## src/pkg/spms_pkg.sv

```systemverilog
// Package for the serial port block: register map, field positions,
// reset values, bus request carrier and transmitter states.
// Assumes a 32-bit Avalon-MM slave port with byte addresses.
package spms_pkg;

	// Register byte offsets
	localparam logic [4:0] OFS_MODE = 5'h00; // serial_mode_register
	localparam logic [4:0] OFS_CTRL = 5'h04; // serial_control_register
	localparam logic [4:0] OFS_STAT = 5'h08; // serial_status_register
	localparam logic [4:0] OFS_TXH  = 5'h0C; // tx_holding_register
	localparam logic [4:0] OFS_RXD  = 5'h10; // rx_data_register
	localparam logic [4:0] OFS_BAUD = 5'h14; // baud divider

	// Mode register fields
	localparam int MODE_SYNC  = 0;
	localparam int MODE_CHR7  = 1;
	localparam int MODE_STOP2 = 2;
	localparam int MODE_MP    = 3;

	// Control register fields
	localparam int CLOCK_SOURCE_SELECT_LO = 0;
	localparam int CLOCK_SOURCE_SELECT_HI = 1;
	localparam int TX_COMPLETE_IRQ_ENABLE = 2;
	localparam int RECEIVER_ENABLE        = 4;
	localparam int TRANSMITTER_ENABLE     = 5;
	localparam int RX_IRQ_ENABLE          = 6;
	localparam int TX_EMPTY_IRQ_ENABLE    = 7;

	// Status register fields
	localparam int MP_BIT_TO_SEND       = 0;
	localparam int TX_COMPLETE_FLAG     = 2;
	localparam int PARITY_ERROR_FLAG    = 3;
	localparam int FRAMING_ERROR_FLAG   = 4;
	localparam int OVERRUN_FLAG         = 5;
	localparam int RX_FULL_FLAG         = 6;
	localparam int TX_BUFFER_EMPTY_FLAG = 7;

	// Reset values
	localparam logic [7:0]  MODE_RST = 8'h00;
	localparam logic [7:0]  CTRL_RST = 8'h00;
	localparam logic [7:0]  STAT_RST = 8'h84;
	localparam logic [15:0] BAUD_RST = 16'h0003;

	// Last bit index of a character
	localparam logic [2:0] LAST_BIT8 = 3'h7;
	localparam logic [2:0] LAST_BIT7 = 3'h6;

	// Bus request carrier
	typedef struct packed {
		logic        read;
		logic        write;
		logic [4:0]  address;
		logic [31:0] writedata;
	} spms_avs_req_t;

	// Transmitter states
	typedef enum logic [2:0] {
		TX_IDLE,
		TX_START,
		TX_DATA,
		TX_MPB,
		TX_STOP,
		TX_SYNC
	} spms_tx_state_t;

endpackage

```

## src/design/spms_top.sv

```systemverilog
// Serial port: multiprocessor-format async transmit, clocked sync mode.
// Assumes an Avalon-MM master on CLK_IN; serial pins are asynchronous.
`timescale 1ns/1ps
module spms_top
	import spms_pkg::*;
#(
	parameter int BAUD_W = 16
) (
	// Clock and reset
	input  wire logic        CLK_IN,
	input  wire logic        RESET_N_IN,
	// Avalon-MM slave
	input  wire logic [4:0]  AVS_ADDRESS_IN,
	input  wire logic        AVS_READ_IN,
	input  wire logic        AVS_WRITE_IN,
	input  wire logic [31:0] AVS_WRITEDATA_IN,
	output logic      [31:0] AVS_READDATA_OUT,
	output logic             AVS_WAITREQUEST_OUT,
	// Serial lines
	output logic             TXD_OUT,
	input  wire logic        RXD_IN,
	input  wire logic        SCK_IN,
	output logic             SCK_OUT,
	output logic             SCK_OE_OUT,
	// Interrupt requests
	output logic             TX_EMPTY_IRQ_OUT,
	output logic             TX_COMPLETE_IRQ_OUT,
	output logic             RX_FULL_IRQ_OUT,
	output logic             RX_ERROR_IRQ_OUT
);

	// Elaboration check on divider width
	generate
		if (BAUD_W < 2 || BAUD_W > 16) begin : g_bad_width
			$error("BAUD_W must be 2 to 16");
		end
	endgenerate

	// Registers
	logic [7:0]        mode_reg;
	logic [7:0]        ctrl_reg;
	logic [7:0]        tx_holding_reg;
	logic [7:0]        rx_data_reg;
	logic [BAUD_W-1:0] baud_reg;
	logic [BAUD_W-1:0] baud_cnt_reg;
	logic              phase_reg;
	logic              ack_reg;
	logic [31:0]       rdata_reg;
	logic              tx_empty_reg;
	logic              tx_done_reg;
	logic              rx_full_reg;
	logic              overrun_reg;
	logic              parity_err_reg;
	logic              framing_err_reg;
	logic              mp_bit_reg;
	logic              rxd_s1_reg;
	logic              rxd_s2_reg;
	logic              sck_s1_reg;
	logic              sck_s2_reg;
	logic              sck_s3_reg;
	logic              sck_int_reg;
	spms_tx_state_t    tx_state_reg;
	logic [2:0]        tx_cnt_reg;
	logic [7:0]        tx_shift_reg;
	logic              txd_reg;
	logic              stop_cnt_reg;
	logic              chain_reg;
	logic [2:0]        rx_cnt_reg;
	logic [7:0]        rx_shift_reg;

	// Next values from the transmitter process
	spms_tx_state_t    tx_state_next;
	logic [2:0]        tx_cnt_next;
	logic [7:0]        tx_shift_next;
	logic              txd_next;
	logic              stop_cnt_next;
	logic              chain_next;
	logic              load_ev;
	logic              tx_complete_flag_set;
	logic              enter_stop;

	// Bus decode
	spms_avs_req_t req;
	logic          req_any;
	logic          wr;
	logic [7:0]    wdat;
	logic          wr_mode;
	logic          wr_ctrl;
	logic          wr_stat;
	logic          wr_txh;
	logic          wr_baud;
	logic [7:0]    stat_vec;
	logic [31:0]   rd_mux;

	assign req      = '{AVS_READ_IN, AVS_WRITE_IN, AVS_ADDRESS_IN, AVS_WRITEDATA_IN};
	assign req_any  = req.read | req.write;
	assign wr       = req.write & ack_reg;
	assign wdat     = req.writedata[7:0];
	assign wr_mode  = wr & (req.address == OFS_MODE);
	assign wr_ctrl  = wr & (req.address == OFS_CTRL);
	assign wr_stat  = wr & (req.address == OFS_STAT);
	assign wr_txh   = wr & (req.address == OFS_TXH);
	assign wr_baud  = wr & (req.address == OFS_BAUD);

	// One wait state on every access; answer on the second cycle
	assign AVS_WAITREQUEST_OUT = req_any & ~ack_reg;
	assign AVS_READDATA_OUT    = rdata_reg;

	// Status image
	assign stat_vec[TX_BUFFER_EMPTY_FLAG] = tx_empty_reg;
	assign stat_vec[RX_FULL_FLAG]         = rx_full_reg;
	assign stat_vec[OVERRUN_FLAG]         = overrun_reg;
	assign stat_vec[FRAMING_ERROR_FLAG]   = framing_err_reg;
	assign stat_vec[PARITY_ERROR_FLAG]    = parity_err_reg;
	assign stat_vec[TX_COMPLETE_FLAG]     = tx_done_reg;
	assign stat_vec[1]                    = 1'b0;
	assign stat_vec[MP_BIT_TO_SEND]       = mp_bit_reg;

	// Read selection; unmapped offsets read zero
	assign rd_mux =
		(req.address == OFS_MODE) ? {24'h000000, mode_reg} :
		(req.address == OFS_CTRL) ? {24'h000000, ctrl_reg} :
		(req.address == OFS_STAT) ? {24'h000000, stat_vec} :
		(req.address == OFS_TXH)  ? {24'h000000, tx_holding_reg} :
		(req.address == OFS_RXD)  ? {24'h000000, rx_data_reg} :
		(req.address == OFS_BAUD) ? {{(32-BAUD_W){1'b0}}, baud_reg} :
		32'h00000000;

	// Mode and enable decode
	logic sync_mode;
	logic int_clk;
	logic te;
	logic re;
	logic err_any;

	assign sync_mode = mode_reg[MODE_SYNC];
	assign int_clk   = ~ctrl_reg[CLOCK_SOURCE_SELECT_HI];
	assign te        = ctrl_reg[TRANSMITTER_ENABLE];
	assign re        = ctrl_reg[RECEIVER_ENABLE];
	assign err_any   = overrun_reg | parity_err_reg | framing_err_reg;

	// Clock pin drives only for the internal sync clock
	assign SCK_OUT    = sck_int_reg;
	assign SCK_OE_OUT = sync_mode & int_clk;

	// Baud divider: half-bit enable, bit enable every second one
	logic half_tick;
	logic bit_step;
	logic baud_clr;

	assign half_tick = (baud_cnt_reg == baud_reg);
	assign bit_step  = half_tick & phase_reg;

	// Internal serial clock and edge events
	logic run_clk;
	logic int_fall;
	logic int_rise;
	logic fall_ev;
	logic rise_ev;

	// Receive-only keeps pulsing; errors stop it
	assign run_clk  = sync_mode & int_clk & ~err_any
		& ((tx_state_reg == TX_SYNC) | (re & ~te));
	assign int_fall = half_tick & sck_int_reg & run_clk;
	assign int_rise = half_tick & ~sck_int_reg;
	assign fall_ev  = sync_mode & (int_clk ? int_fall : (sck_s3_reg & ~sck_s2_reg));
	assign rise_ev  = sync_mode & (int_clk ? int_rise : (~sck_s3_reg & sck_s2_reg));

	// Transmit start and chaining conditions
	logic tx_start;
	logic can_chain;
	logic [2:0] last_bit;

	assign can_chain = te & ~tx_empty_reg & ~(sync_mode & err_any);
	assign tx_start  = can_chain & (tx_state_reg == TX_IDLE);
	assign baud_clr  = tx_start & ~sync_mode;
	assign last_bit  = mode_reg[MODE_CHR7] ? LAST_BIT7 : LAST_BIT8;

	// Transmitter next-state logic
	always_comb begin
		tx_state_next = tx_state_reg;
		tx_cnt_next   = tx_cnt_reg;
		tx_shift_next = tx_shift_reg;
		txd_next      = txd_reg;
		stop_cnt_next = stop_cnt_reg;
		chain_next    = chain_reg;
		load_ev       = 1'b0;
		tx_complete_flag_set      = 1'b0;
		enter_stop    = 1'b0;
		case (tx_state_reg)
			TX_IDLE: begin
				if (tx_start) begin
					load_ev       = 1'b1;
					tx_shift_next = tx_holding_reg;
					tx_cnt_next   = 3'h0;
					if (sync_mode) begin
						tx_state_next = TX_SYNC;
					end else begin
						tx_state_next = TX_START;
						txd_next      = 1'b0;
					end
				end
			end
			TX_START: begin
				if (bit_step) begin
					tx_state_next = TX_DATA;
					txd_next      = tx_shift_reg[0];
				end
			end
			TX_DATA: begin
				if (bit_step) begin
					if (tx_cnt_reg == last_bit) begin
						if (mode_reg[MODE_MP]) begin
							tx_state_next = TX_MPB;
							txd_next      = mp_bit_reg;
						end else begin
							enter_stop = 1'b1;
						end
					end else begin
						tx_cnt_next = 3'(tx_cnt_reg + 3'h1);
						txd_next    = tx_shift_reg[3'(tx_cnt_reg + 3'h1)];
					end
				end
			end
			TX_MPB: begin
				if (bit_step) begin
					enter_stop = 1'b1;
				end
			end
			TX_STOP: begin
				if (bit_step) begin
					if (mode_reg[MODE_STOP2] && !stop_cnt_reg) begin
						stop_cnt_next = 1'b1;
					end else if (chain_reg) begin
						tx_state_next = TX_START;
						tx_cnt_next   = 3'h0;
						txd_next      = 1'b0;
					end else begin
						tx_state_next = TX_IDLE;
					end
				end
			end
			TX_SYNC: begin
				if (fall_ev) begin
					txd_next = tx_shift_reg[tx_cnt_reg];
				end
				if (rise_ev) begin
					if (tx_cnt_reg == LAST_BIT8) begin
						if (can_chain) begin
							load_ev       = 1'b1;
							tx_shift_next = tx_holding_reg;
							tx_cnt_next   = 3'h0;
						end else begin
							tx_complete_flag_set      = 1'b1;
							tx_state_next = TX_IDLE;
						end
					end else begin
						tx_cnt_next = 3'(tx_cnt_reg + 3'h1);
					end
				end
			end
			default: begin
				tx_state_next = TX_IDLE;
			end
		endcase
		// Stop entry samples the empty flag once per frame
		if (enter_stop) begin
			tx_state_next = TX_STOP;
			txd_next      = 1'b1;
			stop_cnt_next = 1'b0;
			chain_next    = can_chain;
			if (can_chain) begin
				load_ev       = 1'b1;
				tx_shift_next = tx_holding_reg;
			end else begin
				tx_complete_flag_set = 1'b1;
			end
		end
		// Disabled transmitter is held in reset
		if (!te) begin
			tx_state_next = TX_IDLE;
			tx_shift_next = 8'h00;
			tx_cnt_next   = 3'h0;
			txd_next      = 1'b1;
			chain_next    = 1'b0;
			load_ev       = 1'b0;
			tx_complete_flag_set      = 1'b0;
		end
	end

	// Receiver events
	logic       rx_shift_en;
	logic       rx_done;
	logic [7:0] rx_byte;

	assign rx_shift_en = rise_ev & re & ~err_any;
	assign rx_done     = rx_shift_en & (rx_cnt_reg == LAST_BIT8);
	assign rx_byte     = {rxd_s2_reg, rx_shift_reg[7:1]};

	// Flag next values; hardware set wins over a software clear
	logic tx_empty_next;
	logic tx_done_next;
	logic rx_full_next;
	logic overrun_next;

	assign tx_empty_next = (tx_empty_reg & ~(wr_stat & ~wdat[TX_BUFFER_EMPTY_FLAG]))
		| load_ev | ~te;
	assign tx_done_next  = (tx_done_reg & ~(wr_stat & ~wdat[TX_COMPLETE_FLAG])
		& ~(wr_stat & ~wdat[TX_BUFFER_EMPTY_FLAG])) | tx_complete_flag_set;
	assign rx_full_next  = (rx_full_reg & ~(wr_stat & ~wdat[RX_FULL_FLAG]))
		| (rx_done & ~rx_full_reg);
	assign overrun_next  = (overrun_reg & ~(wr_stat & ~wdat[OVERRUN_FLAG]))
		| (rx_done & rx_full_reg);

	// Interrupt requests are levels from flags and enables
	assign TX_EMPTY_IRQ_OUT    = tx_empty_reg & ctrl_reg[TX_EMPTY_IRQ_ENABLE];
	assign TX_COMPLETE_IRQ_OUT = tx_done_reg & ctrl_reg[TX_COMPLETE_IRQ_ENABLE];
	assign RX_FULL_IRQ_OUT     = rx_full_reg & ctrl_reg[RX_IRQ_ENABLE];
	assign RX_ERROR_IRQ_OUT    = err_any & ctrl_reg[RX_IRQ_ENABLE];
	assign TXD_OUT             = txd_reg;

	// Bus handshake and read data
	always_ff @(posedge CLK_IN or negedge RESET_N_IN) begin
		if (!RESET_N_IN) begin
			ack_reg   <= 1'b0;
			rdata_reg <= 32'h00000000;
		end else begin
			ack_reg <= req_any & ~ack_reg;
			if (req.read && !ack_reg) begin
				rdata_reg <= rd_mux;
			end
		end
	end

	// Software-written registers
	always_ff @(posedge CLK_IN or negedge RESET_N_IN) begin
		if (!RESET_N_IN) begin
			mode_reg       <= MODE_RST;
			ctrl_reg       <= CTRL_RST;
			tx_holding_reg <= 8'h00;
			baud_reg       <= BAUD_W'(BAUD_RST);
			mp_bit_reg     <= STAT_RST[MP_BIT_TO_SEND];
		end else begin
			if (wr_mode) mode_reg <= wdat;
			if (wr_ctrl) ctrl_reg <= wdat;
			if (wr_txh) tx_holding_reg <= wdat;
			if (wr_baud) baud_reg <= req.writedata[BAUD_W-1:0];
			if (wr_stat) mp_bit_reg <= wdat[MP_BIT_TO_SEND];
		end
	end

	// Status flags; receiver disable leaves them alone
	always_ff @(posedge CLK_IN or negedge RESET_N_IN) begin
		if (!RESET_N_IN) begin
			tx_empty_reg    <= STAT_RST[TX_BUFFER_EMPTY_FLAG];
			tx_done_reg     <= STAT_RST[TX_COMPLETE_FLAG];
			rx_full_reg     <= STAT_RST[RX_FULL_FLAG];
			overrun_reg     <= STAT_RST[OVERRUN_FLAG];
			parity_err_reg  <= STAT_RST[PARITY_ERROR_FLAG];
			framing_err_reg <= STAT_RST[FRAMING_ERROR_FLAG];
		end else begin
			tx_empty_reg    <= tx_empty_next;
			tx_done_reg     <= tx_done_next;
			rx_full_reg     <= rx_full_next;
			overrun_reg     <= overrun_next;
			parity_err_reg  <= parity_err_reg & ~(wr_stat & ~wdat[PARITY_ERROR_FLAG]);
			framing_err_reg <= framing_err_reg & ~(wr_stat & ~wdat[FRAMING_ERROR_FLAG]);
		end
	end

	// Pin synchronisers and internal clock
	always_ff @(posedge CLK_IN or negedge RESET_N_IN) begin
		if (!RESET_N_IN) begin
			rxd_s1_reg  <= 1'b1;
			rxd_s2_reg  <= 1'b1;
			sck_s1_reg  <= 1'b1;
			sck_s2_reg  <= 1'b1;
			sck_s3_reg  <= 1'b1;
			sck_int_reg <= 1'b1;
		end else begin
			rxd_s1_reg  <= RXD_IN;
			rxd_s2_reg  <= rxd_s1_reg;
			sck_s1_reg  <= SCK_IN;
			sck_s2_reg  <= sck_s1_reg;
			sck_s3_reg  <= sck_s2_reg;
			if (int_fall || int_rise) sck_int_reg <= ~sck_int_reg;
		end
	end

	// Baud divider; an async frame started from idle restarts it for a full start bit
	always_ff @(posedge CLK_IN or negedge RESET_N_IN) begin
		if (!RESET_N_IN) begin
			baud_cnt_reg <= '0;
			phase_reg    <= 1'b0;
		end else if (half_tick || baud_clr) begin
			baud_cnt_reg <= '0;
			phase_reg    <= ~phase_reg & ~baud_clr;
		end else begin
			baud_cnt_reg <= BAUD_W'(baud_cnt_reg + 1'b1);
		end
	end

	// Transmitter registers
	always_ff @(posedge CLK_IN or negedge RESET_N_IN) begin
		if (!RESET_N_IN) begin
			tx_state_reg <= TX_IDLE;
			tx_cnt_reg   <= 3'h0;
			tx_shift_reg <= 8'h00;
			txd_reg      <= 1'b1;
			stop_cnt_reg <= 1'b0;
			chain_reg    <= 1'b0;
		end else begin
			tx_state_reg <= tx_state_next;
			tx_cnt_reg   <= tx_cnt_next;
			tx_shift_reg <= tx_shift_next;
			txd_reg      <= txd_next;
			stop_cnt_reg <= stop_cnt_next;
			chain_reg    <= chain_next;
		end
	end

	// Receiver; a full holding register drops the new byte
	always_ff @(posedge CLK_IN or negedge RESET_N_IN) begin
		if (!RESET_N_IN) begin
			rx_cnt_reg   <= 3'h0;
			rx_shift_reg <= 8'h00;
			rx_data_reg  <= 8'h00;
		end else begin
			if (!re || !sync_mode) rx_cnt_reg <= 3'h0;
			else if (rx_shift_en) rx_cnt_reg <= 3'(rx_cnt_reg + 3'h1);
			if (rx_shift_en) rx_shift_reg <= rx_byte;
			if (rx_done && !rx_full_reg) rx_data_reg <= rx_byte;
		end
	end
endmodule // spms_top

```

## config.mk

```make
export PLATFORM = sky130hd
export DESIGN_NAME = spms_top
export DESIGN_NICKNAME = d
export VERILOG_FILES = /design/src/pkg/spms_pkg.sv /design/src/design/spms_top.sv
export SDC_FILE = /design/constraint.sdc
export NUM_CORES = 1
export LEC_CHECK = 0
export BUFFER_PORTS_ARGS = -buffer_cell sky130_fd_sc_hd__buf_2
export CAP_MARGIN = 20
export CORE_ASPECT_RATIO = 0.75
export CORE_MARGIN = 10
export CORE_UTILIZATION = 45
export DETAILED_ROUTE_END_ITERATION = 10
export HOLD_SLACK_MARGIN = 0.1
export PLACE_DENSITY = 0.67
export SLEW_MARGIN = 20
export SYNTH_ARGS = -nofsm -noshare
export SYNTH_HDL_FRONTEND = slang
export SYNTH_SLANG_ARGS = --single-unit
```

## constraint.sdc

```tcl
create_clock -name CLK_IN -period 2 [get_ports CLK_IN]
set_input_delay 0.2 -clock CLK_IN [delete_from_list [all_inputs] [get_ports CLK_IN]]
set_output_delay 0.2 -clock CLK_IN [all_outputs]
set_load 0.005 [all_outputs]
```

==> reports/results.txt <==
Unrepaired setup endpoints after global routing: yes
Site Rows: 37
Drc violations: 0
Count of warnings emitted by yosys: 0
Final instance area: 8500 um^2
Die W: 157 um
# port buffers: 50
Worst-margin pin slew: 0.678 ns
CP max FO: 12
GRT Util Overall: 0.182
Cells after Synth: 569
CTS max path bufs: 2
Clock sinks: 122
DIE AREA: 19200 um^2
Register area share after synthesis: 0.488
Worst clock skew: 0.00643 ns
Count of pins over their slew limit: 0
Die Span Y: 122 um
Leak: 4.00 nW
CTS tree: done
Initial antenna violation count: 0
Mapped Area: 6290 um^2
Max_cap viols: 0
Vias: 5050
Violated checks: negative setup slack
Placed insts: 862
Crit-path max cell delay: 0.42 ns
Final min period: 2.20 ns
DR vias/cell: 5.51
1st-pass router iterations: 5
Drt initial violations: 414
Outcome: finished with violations
Worst Path Class, Setup: reg -> reg
Synthesis-stage register bit count: 122
Worst-path clk slew: 0.06 ns
Worst rel slew slack: 0.548
Pwr/cell area: 888 nW/um^2
Buf/Inv on CP: 0
CP endpoint kind: register
Critical path's top delay family: simple AND/OR/NAND/NOR gates
Synthesized area per cell: 11.1 um^2
Placer congestion estimate: 0.930
WL/cell: 19.3 um
Netlist cell types: 69
Max IR drop VDD: 560 uV
Crit path arrival time: 2.50 ns
CP Cell Sequence: xor2_1, nor4_2, and4_4, a21oi_4, or2_4, mux2_4
GRT overflow: 0
Starting Density: 0.459
# diodes: 0
Pwr Total: 7.54 mW
Global-route wire length before repair: 27.9 mm
Startpoint Class: register
CTS H-tree depth: 4
Core box area: 13700 um^2
Largest net degree at the start of global routing: 123
Fin worst setup slack: -0.202 ns
Async SR Flop Fraction: 1.00
Final Non-Filler Cells: 917
Fraction of layout cells with a size suffix above 1: 0.425
Fmax: 454 MHz
Setup TNS Final: -5.74 ns
HPWL after detailed placement: 12.3 mm
Routed WL: 17.7 mm
Final hold violation count: 0
DRT antenna net count: 0
Crit path max-delay cell type: nor4_2
I/O Pins: 83
Total CTS buffers: 17
Class of the worst hold path: in -> reg
Post-synth top flop: dfrtp_1
Vias in the first global route: 5227
DP Area: 7380 um^2
# setup viols final: 51
Fill cells: 1086
Critical Path RT: 2.29 ns
NumNets Final: 777
Area Growth Syn to Fin: 35.1%
Clock root buffer master: clkbuf_16
Number of flops mapped to enable cells by yosys: 0
Later-pin clock latency in the skew report: 0.41 ns
Fin crit share: 1.10
worst register-to-register path, delay by kind of cell, from the launching register on:
family,cells,cell delay (ns)
AOI/OAI and AO/OA,1,0.10
DFF,1,0.40
and+or+nand+nor,3,1.09
muxes,1,0.33
xor gates and xnor gates,1,0.17
path summary, 6_finish.rpt:
| path | startpoint | depth (start not counted) | to | slack, ns |
|---|---|---|---|---|
| hold / removal | AVS_WRITEDATA_IN[6] | 2 | baud_reg[6]$_DFFE_PN0P_ | 0.13 |
| max in group asynchronous | RESET_N_IN | 3 | baud_reg[2]$_DFFE_PN0P_ | 1.07 |
| min in group asynchronous | RESET_N_IN | 3 | rx_cnt_reg[1]$_DFFE_PN0P_ | 0.41 |
| setup reg to reg | baud_reg[8]$_DFFE_PN0P_ | 6 | rx_shift_reg[1]$_DFFE_PN0P_ | -0.20 |
| hold reg to reg | sck_s1_reg$_DFF_PN1_ | 0 | sck_s2_reg$_DFF_PN1_ | 0.36 |
| setup / recovery | baud_reg[8]$_DFFE_PN0P_ | 6 | rx_shift_reg[1]$_DFFE_PN0P_ | -0.20 |
routing by layer:
| layer | global-route usage | vias up | wire length, um | share of wire |
|---|---|---|---|---|
| met4 | 0.0571 | 0 | 167 | 0.0094 |
| met3 | 0.0465 | 16 | 1110 | 0.063 |
| met1 | 0.249 | 2531 | 8280 | 0.47 |
| met5 | 0 | - | 0 | 0 |
| met2 | 0.280 | 162 | 8140 | 0.46 |
| li1 | - | 2341 | - | - |
through the flow:
stage          hold slack [ns]   util  setup WS [ns]
2_1_floorplan          -0.0956      -        -0.0939
3_3_place_gp             0.308  0.538         -0.262
3_5_place_dp             0.307  0.538         -0.299
4_1_cts                  0.112  0.604         -0.161
5_1_grt                  0.119  0.620         -0.248
6_report                 0.126  0.620         -0.202
cells by family after synthesis:
family | Yosys count | synth area share
and+or+nand+nor | 161 | 0.135
DFF | 122 | 0.488
AOI/OAI and AO/OA | 114 | 0.121
muxes | 79 | 0.154
buffers and inverters | 54 | 0.0456
xor gates and xnor gates | 33 | 0.0460
adders and majority gates | 5 | 0.00995
other | 1 | 0.000596
layout make-up:
type | count | area [um^2] | area share
multi-input combinational | 408 | 3280 | 0.386
sequential | 122 | 3070 | 0.361
timing repair buffer | 171 | 1280 | 0.151
inverter | 9 | 33.8 | 0.00398
clock inverter | 6 | 111 | 0.0131
clock buffer | 26 | 499 | 0.0588
tap | 175 | 219 | 0.0258
Yosys cell counts, drive strengths merged (3+ instances only):
| cell | number | area, um^2 |
|---|---|---|
| dfrtp | 111 | 2780 |
| mux2 | 63 | 736 |
| nand2 | 43 | 161 |
| o21ai | 43 | 215 |
| nor2 | 34 | 128 |
| buf | 24 | 174 |
| xor2 | 22 | 193 |
| clkbuf | 21 | 78.8 |
| a21oi | 18 | 101 |
| nand3 | 15 | 75.1 |
| dfstp | 11 | 289 |
| xnor2 | 11 | 96.3 |
| mux2i | 10 | 100 |
| and3 | 9 | 56.3 |
| inv | 9 | 33.8 |
| nor2b | 9 | 56.3 |
| a211oi | 8 | 70.1 |
| and2 | 8 | 50.1 |
| nor3 | 8 | 56.3 |
| a22o | 7 | 61.3 |
| nor4 | 7 | 58.8 |
| mux4 | 6 | 135 |
| nand2b | 6 | 37.5 |
| ha | 5 | 62.6 |
| o211ai | 5 | 37.5 |
| nand4 | 4 | 25.0 |
| o21a | 4 | 30.0 |
| o31ai | 4 | 30.0 |
| nor4b | 3 | 26.3 |
| or2 | 3 | 21.3 |
| or3 | 3 | 18.8 |
power breakdown:
group / total (mW) / internal, mW / switching [mW]
clock: 3.17 / 2.09 / 1.08
combinational: 1.43 / 0.717 / 0.708
sequential: 2.95 / 2.73 / 0.217
total: 7.54 / 5.54 / 2.00
cells in the final DEF, fill, tap and decap left out, drive strengths merged, types with 10 or more instances in the layout:
master / n
o21ai: 43
mux2: 63
dlygate4sd3: 16
conb: 16
nor2: 34
a21oi: 18
buf: 154
xor2: 22
nand2: 43
mux2i: 10
nand3: 15
xnor2: 11
dfstp: 11
dfrtp: 111
clkbuf: 27
repair_timing:
| action | CTS | global route |
|---|---|---|
| gates cloned | 0 | 1 |
| setup endpoints to repair | 55 | 54 |
| resized for setup | 27 | 59 |
| pin swaps | 6 | 20 |
| hold buffers | 16 | 0 |
| hold endpoints to repair | 129 | 0 |
| buffers inserted | 4 | 2 |
Note: power is estimated with default switching activity, not from simulation.
